$ cat src/rtl/esp_consts.svh
// register offsets, field positions and reset values of the shared analog port
`ifndef ESP_CONSTS_SVH
`define ESP_CONSTS_SVH
`define ESP_NUM_PINS 8
`define ESP_DATA_INDEX 12'h441
`define ESP_DATA_ADDR 14'h1104
`define ESP_DIR_ADDR 14'h1108
`define ESP_ASEL_ADDR 14'h110C
`define ESP_DIR_RESET 8'h00
`define ESP_ASEL_RESET 8'h00
`define ESP_ASEL_EN_BIT 3
`define ESP_ASEL_CH_LSB 0
`define ESP_ASEL_CH_MSB 2
`define ESP_ADDR_W 14
`endif

$ cat src/rtl/esp_pkg.sv
// types shared by the shared analog port design
package esp_pkg;
  typedef logic [7:0] esp_byte_t;
  typedef enum logic [1:0] {
    ESP_REG_NONE,
    ESP_REG_DATA,
    ESP_REG_DIR,
    ESP_REG_ASEL
  } esp_reg_e;
endpackage : esp_pkg

$ cat src/rtl/esp_sync2.sv
// two flip-flop synchroniser for a vector of pin levels
`timescale 1ns/1ps
`default_nettype none
module esp_sync2 #(
  parameter int WIDTH = 8
) (
  input wire logic clk, // sampling clock
  input wire logic rst_n, // asynchronous reset, active low
  input wire logic [WIDTH-1:0] async_in, // level from outside the clock domain
  output logic [WIDTH-1:0] sync_out // level safe to use in clk domain
);
  logic [WIDTH-1:0] meta_reg;

  // first stage feeds only the second stage
  always_ff @(posedge clk or negedge rst_n) begin
    if (!rst_n) begin
      meta_reg <= '0;
      sync_out <= '0;
    end else begin
      meta_reg <= async_in;
      sync_out <= meta_reg;
    end
  end
endmodule : esp_sync2
`default_nettype wire

$ cat src/rtl/esp_port.sv
// eight pin general purpose port with analog channel takeover, apb register slave
`timescale 1ns/1ps
`default_nettype none
`include "esp_consts.svh"
// Contract
// - Each of the eight pins has a data latch that software can write, and read back while the pin is an output.
// - Reset leaves the data latches untouched, so they hold old or undefined values.
// - A direction bit of 1 drives the pin and 0 leaves it an undriven input.
// - Reset clears all direction bits and software can read and write them.
// - For an output pin a data read returns that pin's latch bit.
// - For an input pin a data read returns the synchronised pin level.
// - Latch writes with byte strobe 0 set land whatever the direction and do not change what an input bit reads back.
// - A pin picked by the converter channel selection is forced to analog input.
// - Pins picked by neither the converter nor the software selection act as normal digital pins.
module esp_port
  import esp_pkg::*;
#(
  parameter int NUM_PINS = `ESP_NUM_PINS,
  parameter int ADDR_W = `ESP_ADDR_W
) (
  input wire logic pclk, // bus clock
  input wire logic presetn, // asynchronous reset, active low
  input wire logic psel, // apb select
  input wire logic penable, // apb access phase
  input wire logic pwrite, // apb direction, high for write
  input wire logic [ADDR_W-1:0] paddr, // apb byte address
  input wire logic [31:0] pwdata, // apb write data
  input wire logic [3:0] pstrb, // apb byte strobes
  output logic [31:0] prdata, // apb read data
  output logic pready, // apb ready
  output logic pslverr, // apb error for unmapped address
  input wire logic [NUM_PINS-1:0] pin_in, // pin levels from the pads
  output logic [NUM_PINS-1:0] pin_out, // pad output values
  output logic [NUM_PINS-1:0] pin_oe, // pad output enables, high drives
  output logic [NUM_PINS-1:0] analog_connect, // routes a pad to the converter
  input wire logic adc_sel_valid, // converter channel selection names a port pin
  input wire logic [2:0] adc_sel_ch // converter channel index within the port
);
  localparam int PAD_W = 32 - NUM_PINS;

  // latch bits are deliberately not reset
  logic [NUM_PINS-1:0] latch_bits;
  logic [NUM_PINS-1:0] direction_bits;
  logic [3:0] analog_select_reg;
  logic [NUM_PINS-1:0] pin_sync;
  logic [NUM_PINS-1:0] analog_mask;
  logic [NUM_PINS-1:0] read_value;
  logic wr_en;
  logic rd_en;
  esp_reg_e sel_reg;

  // map a byte address onto one of the registers
  function automatic esp_reg_e esp_decode(input logic [ADDR_W-1:0] addr);
    esp_reg_e r;
    r = ESP_REG_NONE;
    if (addr == ADDR_W'(`ESP_DATA_ADDR)) begin
      r = ESP_REG_DATA;
    end else if (addr == ADDR_W'(`ESP_DIR_ADDR)) begin
      r = ESP_REG_DIR;
    end else if (addr == ADDR_W'(`ESP_ASEL_ADDR)) begin
      r = ESP_REG_ASEL;
    end
    return r;
  endfunction : esp_decode

  // pad levels come from outside the clock domain
  esp_sync2 #(
    .WIDTH(NUM_PINS)
  ) u_pin_sync (
    .clk(pclk),
    .rst_n(presetn),
    .async_in(pin_in),
    .sync_out(pin_sync)
  );

  // zero wait-state slave; accesses end in the first access cycle
  assign sel_reg = esp_decode(paddr);
  assign wr_en = psel && penable && pwrite;
  assign rd_en = psel && penable && !pwrite;
  assign pready = 1'b1;
  assign pslverr = psel && penable && (sel_reg == ESP_REG_NONE);

  // data latch: written regardless of direction, never reset
  always_ff @(posedge pclk) begin
    if (wr_en && sel_reg == ESP_REG_DATA && pstrb[0]) begin
      latch_bits <= pwdata[NUM_PINS-1:0];
    end
  end

  // direction bits clear on reset so every pin starts as input
  always_ff @(posedge pclk or negedge presetn) begin
    if (!presetn) begin
      direction_bits <= NUM_PINS'(`ESP_DIR_RESET);
    end else if (wr_en && sel_reg == ESP_REG_DIR && pstrb[0]) begin
      direction_bits <= pwdata[NUM_PINS-1:0];
    end
  end

  // software analog channel selection: enable bit and channel index
  always_ff @(posedge pclk or negedge presetn) begin
    if (!presetn) begin
      analog_select_reg <= 4'(`ESP_ASEL_RESET);
    end else if (wr_en && sel_reg == ESP_REG_ASEL && pstrb[0]) begin
      analog_select_reg <= pwdata[`ESP_ASEL_EN_BIT:`ESP_ASEL_CH_LSB];
    end
  end

  // per pin takeover by either the converter or the software selection
  genvar g;
  generate
    for (g = 0; g < NUM_PINS; g++) begin : g_pin
      assign analog_mask[g] = (adc_sel_valid && adc_sel_ch == 3'(g))
        || (analog_select_reg[`ESP_ASEL_EN_BIT]
        && analog_select_reg[`ESP_ASEL_CH_MSB:`ESP_ASEL_CH_LSB] == 3'(g));
      // output pins read the latch, input pins read the pad
      assign read_value[g] = direction_bits[g] ? latch_bits[g] : pin_sync[g];
    end
  endgenerate

  // pad controls are registered so writes show from the next edge
  always_ff @(posedge pclk or negedge presetn) begin
    if (!presetn) begin
      pin_oe <= '0;
      pin_out <= '0;
      analog_connect <= '0;
    end else begin
      pin_oe <= direction_bits & ~analog_mask;
      pin_out <= latch_bits & direction_bits & ~analog_mask;
      analog_connect <= analog_mask;
    end
  end

  // read data registered in the setup cycle, valid during access
  always_ff @(posedge pclk or negedge presetn) begin
    if (!presetn) begin
      prdata <= '0;
    end else if (psel && !penable && !pwrite) begin
      unique case (sel_reg)
        ESP_REG_DATA: prdata <= {PAD_W'(0), read_value};
        ESP_REG_DIR: prdata <= {PAD_W'(0), direction_bits};
        ESP_REG_ASEL: prdata <= {28'h0000000, analog_select_reg};
        ESP_REG_NONE: prdata <= '0;
      endcase
    end
  end

  // rd_en kept for clarity of the read path timing
  logic unused_rd;
  assign unused_rd = rd_en;
endmodule : esp_port
`default_nettype wire

$ cat config.mk
export PLATFORM = sky130hd
export DESIGN_NAME = esp_port
export DESIGN_NICKNAME = d
export VERILOG_FILES = /design/src/rtl/esp_pkg.sv /design/src/rtl/esp_sync2.sv /design/src/rtl/esp_port.sv
export VERILOG_INCLUDE_DIRS = /design/src /design/src/rtl
export SDC_FILE = /design/constraint.sdc
export NUM_CORES = 1
export LEC_CHECK = 0
export ABC_AREA = 1
export BUFFER_PORTS_ARGS = -buffer_cell sky130_fd_sc_hd__buf_4
export CAP_MARGIN = 0
export CORE_ASPECT_RATIO = 0.75
export CORE_UTILIZATION = 51
export CTS_CLUSTER_DIAMETER = 60
export DETAILED_ROUTE_END_ITERATION = 10
export HOLD_SLACK_MARGIN = 0.15
export PLACE_DENSITY = 0.85
export RECOVER_POWER = 100
export SLEW_MARGIN = 20
export SYNTH_ARGS = -nofsm -noshare
export SYNTH_HDL_FRONTEND = slang
export SYNTH_HIERARCHICAL = 1
export SYNTH_SLANG_ARGS = --single-unit
$ cat constraint.sdc
create_clock -name pclk -period 1.9 [get_ports pclk]
set_clock_uncertainty 0.1 [all_clocks]
set_input_delay 0.38 -clock pclk [delete_from_list [all_inputs] [get_ports pclk]]
set_output_delay 0.38 -clock pclk [all_outputs]
set_load 0.05 [all_outputs]
Yosys cells after proc, flatten, opt, wreduce, memory -nomap -nowiden
Index checks and enable logic that the tools add are counted.
- latch bits: 0
- output and inout port bits: 58
- memories kept: 0
- register bits after elaboration: 92
- ROM bits: 0
- memory bits (writable): 0
- eq/ne operators: 20
- mux-type cells: 12
- $mul: 0
- shift-type cells: 0
- reductions and logical operators: 40
- bitwise logic cells: 4
- div/mod/pow operators: 0
- $add $sub $neg: 0
- order comparisons: 0
- operators by type and width (cell ; number):
    one-hot mux 32 bit (4 select lines) ; 1
    == test 14 x 13 -> 1 bit (second input constant) ; 3
    logical AND 1 bit ; 27
    bitwise AND 8 bit ; 3
    == test 3 bit (second input constant) ; 8
    == test 3 x 2 -> 1 bit (second input constant) ; 4
    logical OR 1 bit ; 8
    two-way mux 1 bit ; 8
    inverter 8 bit ; 1
    == test 3 x 1 -> 1 bit (second input constant) ; 2
    zero test 3 bit ; 2
    two-way mux 2 bit ; 3
    == test 2 bit (second input constant) ; 2
    == test 2 x 1 -> 1 bit (second input constant) ; 1
    zero test 1 bit ; 2
    zero test 2 bit ; 1

Depth between registers and ports, before layout
Gate-level depths: netlist of the first run.
- depth after elaboration: 7
- mapped depth: 9
- depth with buffers taken out: 9

Cells and area by module
The synthesis of the first run kept the hierarchy.
- by module, submodules not included (module ; times used ; cells each ; area each (um^2) ; seq. area each (um^2)):
    esp_port ; 1 ; 281 ; 2486.1 ; 1341.3
    esp_sync2 ; 1 ; 16 ; 400.4 ; 400.4

Least setup slack after synthesis of the first run
Ideal clock, no wire load.
- kind: input to output
- from: in paddr[12]
- to: out pslverr
- cell stages on the path: 8
- setup slack: -0.093 ns
- data arrival time: 1.513 ns
- path buffers: 1
- cell sequence: inv_1 > nor2_2 > nand2_2 > nor2_8 > buf_8 > nand2_1 > nand3_1 > nor2_1
- longest elaborated chain between the ends: 6
- RTL lines (element ; line ; source):
    start, declared ; esp_port.sv:26 ; input wire logic [ADDR_W-1:0] paddr,
    == test 14 x 13 -> 1 bit ; esp_port.sv:60 ; end else if (addr == ADDR_W'(`ESP_ASEL_ADDR)) begin
    two-way mux 2 bit ; esp_port.sv:60 ;
    two-way mux 2 bit ; esp_port.sv:58 ; end else if (addr == ADDR_W'(`ESP_DIR_ADDR)) begin
    two-way mux 2 bit * ; esp_port.sv:56 ; if (addr == ADDR_W'(`ESP_DATA_ADDR)) begin
    zero test 2 bit * ; esp_port.sv:81 ; assign pslverr = psel && penable && (sel_reg == ESP_REG_NONE);
    logical AND 1 bit * ; esp_port.sv:81 ;
    end, declared ; esp_port.sv:31 ; output logic pslverr,
Every way passes the cells marked *; elsewhere a longest branch is shown, timed or not.

Worst setup path in the final report of the first run
- from: in paddr[13]
- to: out pslverr
The elaborated chain is that of the path after synthesis.

==> results.json, run 1 <==
{
  "grt_use_total": 0.2339,
  "swShare": 0.2538,
  "grt_pass1_wl_mm": 9.784,
  "gp_congestion": 0.8524,
  "dp.cells": 447,
  "diodes": 0,
  "areaGrowthSynthToFinish_pct": 25.57,
  "slew_headroom": 0.4742,
  "synth_xor_area_frac": 0,
  "cp_top_family": "simple AND/OR/NAND/NOR gates",
  "grt_max_degree": 61,
  "finalNetCount": 467,
  "io_buffers": 72,
  "utilization": 0.6700,
  "start_util": 0.5335,
  "die_area_um2": 5968,
  "worstPathRequired_ns": 1.42,
  "end_kind": "primary output",
  "multi_input_area_um2": 904.6,
  "antenna_found_initial": 0,
  "crit_path_end": "pslverr",
  "leakage_nw": 1.833,
  "max_freq_mhz": 548.0,
  "gr-total-overflow": 0,
  "die_h_um": 67.16,
  "synth_warnings": 6,
  "drtIter0Drc": 224,
  "synth-simple-area-share": 0.2531,
  "synthCells": 297,
  "synthArstFlopShare": 0.8824,
  "r2r-start": "analog_select_reg[0]",
  "tightestPinTransition_ns": 0.7888,
  "nFillCells": 470,
  "cts.htree.levels": 3,
  "drv_slew": 0,
  "cp_max_fo": 4,
  "final_cells": 480,
  "syn_avg_cell_area_um2": 9.719,
  "cts_tree": "built",
  "cts_buffers": 9,
  "slowest_stage": "buf_4",
  "clockBufferDepth": 2,
  "period_share": 0.9605,
  "clock_latency_ns": 0.35,
  "vdd_drop_max_v": 0.0003821,
  "synth_top_family_by_area": "simple AND/OR/NAND/NOR gates",
  "vias_per_cell": 4.798,
  "dieWidth_um": 88.87,
  "hold_violations": 0,
  "num_rows": 23,
  "postCtsSetupBuffers": 0,
  "power.share.clock": 0.363,
  "ant_nets": 0,
  "wl_per_cell_um": 13.28,
  "holdWs_ns": 0.2426,
  "yosys.area_share.adder": 0,
  "hold_path_class": "reg -> reg",
  "r2r_slack_ns": 0.64,
  "clkTransAtPathRegs_ns": 0.07,
  "cp_num_buf_inv": 2,
  "crit_type": "in -> out",
  "cp_slowest_stage_delay_ns": 0.19,
  "startpoint_type": "primary input",
  "cp.depth": 8,
  "crit_start": "paddr[13]",
  "synth_compound_area_frac": 0.03121,
  "core_area_um2": 5410,
  "synthesis.area_um2": 2887,
  "ys_ff_latch": 68,
  "clkSinkCount": 68,
  "cts_root_buf": "clkbuf_8",
  "drive_gt1_frac": 0.1654,
  "power_switching_mw": 0.7226,
  "cp.arrival_ns": 1.34,
  "r2r_end": "pin_oe[6]",
  "combPwrFrac": 0.110,
  "synth_cell_types": 24,
  "status": "finished clean",
  "power_density_nw_per_um2": 785.4,
  "drv_cap": 0,
  "finalSetupViolations": 0,
  "path_cells": "buf_4 -> nor2_2 -> nand2_1 -> nor2_8 -> nand2_1 -> nand3_1 -> nor2_2 -> buf_4",
  "grt_pass1_vias": 1967,
  "ios": 125,
  "rsz0062_at_grt": "no",
  "seq_area_um2": 1742,
  "drc": 0,
  "synthMuxAreaShare": 0,
  "setup_tns_ns": 0,
  "rr_worst_depth": 4,
  "place_hpwl_mm": 4.551,
  "drt-total-wl_mm": 6.374,
  "num_vias": 2303,
  "finalWorstPathRequiredPeriod_ns": 1.825,
  "internal_power_mw": 2.124,
  "synth_edf_count": 8,
  "dr.pass1.iters": 4,
  "seq_area_frac_synth": 0.6034,
  "p_seq_frac": 0.527,
  "yosys_most_used_dff": "dfrtp_1"
}
[placed cells by master (no fill, tap or decap), types with 2 or more instances in the layout]
cell type | synthesis | final
nand4_1 | 8 | 8
o22ai_1 | 8 | 8
clkinv_2 | 0 | 2
buf_4 | 26 | 25
nand3_1 | 23 | 24
o21ai_0 | 8 | 8
conb_1 | 2 | 25
nor2_4 | 3 | 3
dlygate4sd3_1 | 0 | 17
clkbuf_8 | 0 | 11
edfxtp_1 | 8 | 8
nor2_2 | 4 | 6
dfrtp_1 | 60 | 60
clkbuf_4 | 0 | 13
clkbuf_1 | 0 | 43
nor2_1 | 23 | 21
inv_1 | 25 | 26
nand2_1 | 87 | 88
[kinds of logic (layout without fill, tap and decap cells)]
group,count (synthesis),count (layout)
buffers and inverters,54,139
other,2,25
AND/OR/NAND/NOR,157,157
AO/OA/AOI/OAI,16,16
flip-flops,68,68
[cell usage after synthesis (2+ instances only)]
| library cell | instances | area share |
|---|---|---|
| nand2_1 | 87 | 0.11 |
| dfrtp_1 | 60 | 0.52 |
| buf_4 | 26 | 0.068 |
| inv_1 | 25 | 0.033 |
| nand3_1 | 23 | 0.040 |
| nor2_1 | 23 | 0.030 |
| edfxtp_1 | 8 | 0.083 |
| nand4_1 | 8 | 0.017 |
| o21ai_0 | 8 | 0.014 |
| o22ai_1 | 8 | 0.017 |
| nor2_2 | 4 | 0.0087 |
| nor2_4 | 3 | 0.012 |
| conb_1 | 2 | 0.0026 |
| nand2_2 | 2 | 0.0043 |
[what timing repair did]
| action | in CTS | in global routing |
|---|---|---|
| endpoints found under the hold margin | 76 | 0 |
| hold buffers | 17 | 0 |
| resized for setup | 0 | 1 |
| setup endpoints to repair | 0 | 1 |
[how the worst min path moves through the flow]
stage                            from                      to  slack [ns]  depth (start not counted)
2_1_floorplan                 presetn       analog_connect[0]       -0.02                          0
3_3_place_gp   u_pin_sync/meta_reg[6]  u_pin_sync/sync_out[6]        0.23                          0
3_5_place_dp   u_pin_sync/meta_reg[7]  u_pin_sync/sync_out[7]        0.23                          0
4_1_cts        u_pin_sync/meta_reg[7]  u_pin_sync/sync_out[7]        0.24                          0
5_1_grt                      pstrb[0]       direction_bits[1]        0.25                          3
6_report       u_pin_sync/meta_reg[7]  u_pin_sync/sync_out[7]        0.24                          0
[layout make-up]
type / count / area share
flip-flops and latches: 68 / 0.4805
multi-input cells: 198 / 0.2496
repair buffers: 96 / 0.1685
clock buffers: 14 / 0.04487
inverters: 27 / 0.02796
well taps: 75 / 0.02589
clock inverters: 2 / 0.002761
[per-layer routing]
| metal | track usage | vias to the layer above | wire length (um) |
|---|---|---|---|
| li1 | - | 1101 | - |
| met1 | 0.3068 | 1096 | 2725 |
| met2 | 0.3673 | 100 | 3060 |
| met3 | 0.08435 | 6 | 516 |
| met4 | 0.07056 | 0 | 72 |
| met5 | 0 | - | 0 |
[power groups by stage]
stage | registers (mW) | logic [mW] | clock network, mW
after floorplan | 1.54 | 0.204 | 0
after global routing | 1.50 | 0.338 | 1.12
after detailed placement | 1.53 | 0.297 | 0
after CTS | 1.50 | 0.326 | 1.05
final | 1.50 | 0.314 | 1.03
after global placement | 1.53 | 0.292 | 0
[through the flow]
stage / power, mW / setup slack (ns) / cell area (um2)
after floorplan: 1.745 / 0.1213 / 2980
after global placement: 1.818 / 0.1192 / 3457
after detailed placement: 1.824 / 0.08888 / 3457
after CTS: 2.880 / 0.06232 / 3800
after global routing: 2.955 / 0.01463 / 3625
final: 2.847 / 0.07503 / 3625
[worst reg2reg max path, delay by kind of cell, from the launching register on]
kind	cells	cell delay, ns
buffers and inverters	1	0.10
AO/OA/AOI/OAI	1	0.33
AND/OR/NAND/NOR	2	0.16
flip-flops	1	0.45
No activity file was read; power rests on OpenSTA's default activity.
==> inputs of run 2 (changes only) <==
Settings changed: CORE_UTILIZATION 51 to 43, PLACE_DENSITY 0.85 to 0.76, SLEW_MARGIN 20 to default.
Clock period 1.9 ns to 1.5 ns, I/O delays scaled along.
==> results.json, run 2 (synthesis results as in run 1) <==
{
  "startpoint_type": "primary input",
  "cts_buffers": 9,
  "cp_top_family": "simple AND/OR/NAND/NOR gates",
  "drc": 0,
  "grt_pass1_vias": 2181,
  "clock_latency_ns": 0.34,
  "drv_slew": 0,
  "tightestPinTransition_ns": 0.6376,
  "num_rows": 25,
  "core_area_um2": 6381,
  "grt_use_total": 0.2002,
  "clkTransAtPathRegs_ns": 0.07,
  "finalNetCount": 481,
  "drt-total-wl_mm": 6.425,
  "r2r-start": "analog_select_reg[0]",
  "slowest_stage": "buf_6",
  "hold_violations": 0,
  "hp-start": "pstrb[0]",
  "dr.pass1.iters": 4,
  "grt_max_degree": 29,
  "rsz0062_at_grt": "yes",
  "crit_type": "in -> out",
  "vias_per_cell": 4.688,
  "design_area_um2": 4060,
  "status": "finished with violations",
  "worstPathRequired_ns": 1.10,
  "gr-total-overflow": 0,
  "wl_per_cell_um": 12.85,
  "final_common_cell": "nand2_1",
  "max_freq_mhz": 642.8,
  "leakage_nw": 2.115,
  "start_util": 0.4524,
  "dieWidth_um": 96.61,
  "die_h_um": 72.96,
  "drtIter0Drc": 117,
  "io_buffers": 72,
  "placed_area_um2": 3568,
  "period_share": 1.037,
  "diodes": 0,
  "power_density_nw_per_um2": 1023,
  "end_kind": "primary output",
  "areaGrowthSynthToFinish_pct": 40.66,
  "ios": 125,
  "cp_num_buf_inv": 2,
  "clkSinkCount": 68,
  "num_vias": 2344,
  "place_ws_ns": -0.1787,
  "clockBufferDepth": 2,
  "final_cell_mix": "nand2_1, buf_4, dfrtp_1",
  "slew_headroom": 0.5749,
  "hold_path_class": "in -> reg",
  "utilization": 0.6363,
  "failed_checks": "negative setup slack",
  "report.power.total_mw": 4.152,
  "seq_area_um2": 1742,
  "antenna_found_initial": 0,
  "grt_pass1_wl_mm": 10.46,
  "holdWs_ns": 0.1777,
  "cp_max_fo": 4,
  "drive_gt1_frac": 0.3031,
  "cts_tree": "built",
  "vdd_drop_max_v": 0.0004784,
  "cts.htree.levels": 3,
  "finalSetupViolations": 1,
  "die_area_um2": 7048,
  "path_common_cell": "nor2_4",
  "gp_congestion": 0.8660,
  "place_hpwl_mm": 4.706,
  "cp.arrival_ns": 1.16,
  "drv_cap": 0,
  "multi_input_area_um2": 1001,
  "finalWorstPathRequiredPeriod_ns": 1.556,
  "cp_slowest_stage_delay_ns": 0.16,
  "cts_root_buf": "clkbuf_8",
  "nFillCells": 532,
  "path_cells": "buf_4 -> nor2_4 -> nand2_4 -> nor2_4 -> nand2_2 -> nand3_4 -> nor2_4 -> buf_6",
  "ant_nets": 0,
  "setup_slack_ns": -0.05574,
  "crit_start": "paddr[5]"
}
==> run 2: per-layer routing <==
metal  track usage  up-vias  routed length, um
li1              -     1132                  -
met1        0.2486     1112               2735
met2        0.3185       90               3013
met3       0.07184       10                585
met4       0.09287        0                 91
met5             0        -                  0
==> run 2: cell type report <==
cell class	count	area share
clock buffers	11	0.03729
clock inverters	5	0.02404
inverters	27	0.02619
multi-input cells	198	0.2465
flip-flops and latches	68	0.4290
well taps	81	0.02496
repair buffers	110	0.2120
==> run 2: worst register-to-register path, cell delays in order, from the launching register on <==
cell and delay, ns:
dfrtp_1 0.44, inv_1 0.10, nand2_1 0.06, o22ai_1 0.33
nor2_1 0.07
==> run 2: through the flow <==
stage	TNS [ns]	std cells
2_1_floorplan	-0.00002531	320
3_3_place_gp	-1.694	462
6_report	-0.05574	500
5_1_grt	-0.1042	500
3_5_place_dp	-2.134	462
4_1_cts	-0.04562	499
==> run 2: power breakdown <==
part | internal (mW) | switching (mW)
clock | 1.18 | 0.633
combinational | 0.134 | 0.302
sequential | 1.89 | 0.00840
total | 3.21 | 0.943
==> run 2: final timing paths <==
check | slack, ns | cells past startpoint | endpoint
worst min-delay path | 0.18 | 3 | direction_bits[1]
worst max-delay path | -0.06 | 8 | pslverr
worst max register to register | 0.27 | 4 | pin_out[2]
min in group asynchronous | 0.41 | 2 | analog_connect[2]
worst min register to register | 0.25 | 0 | u_pin_sync/sync_out[2]
max in group asynchronous | 0.23 | 3 | pin_out[5]
==> run 2: what timing repair did <==
action / CTS / global route
hold buffers: 17 / 0
buffers inserted: 4 / 1
hold endpoints to repair: 87 / 0
resized for setup: 16 / 5
setup endpoints to repair: 1 / 1
pin swaps: 10 / 9
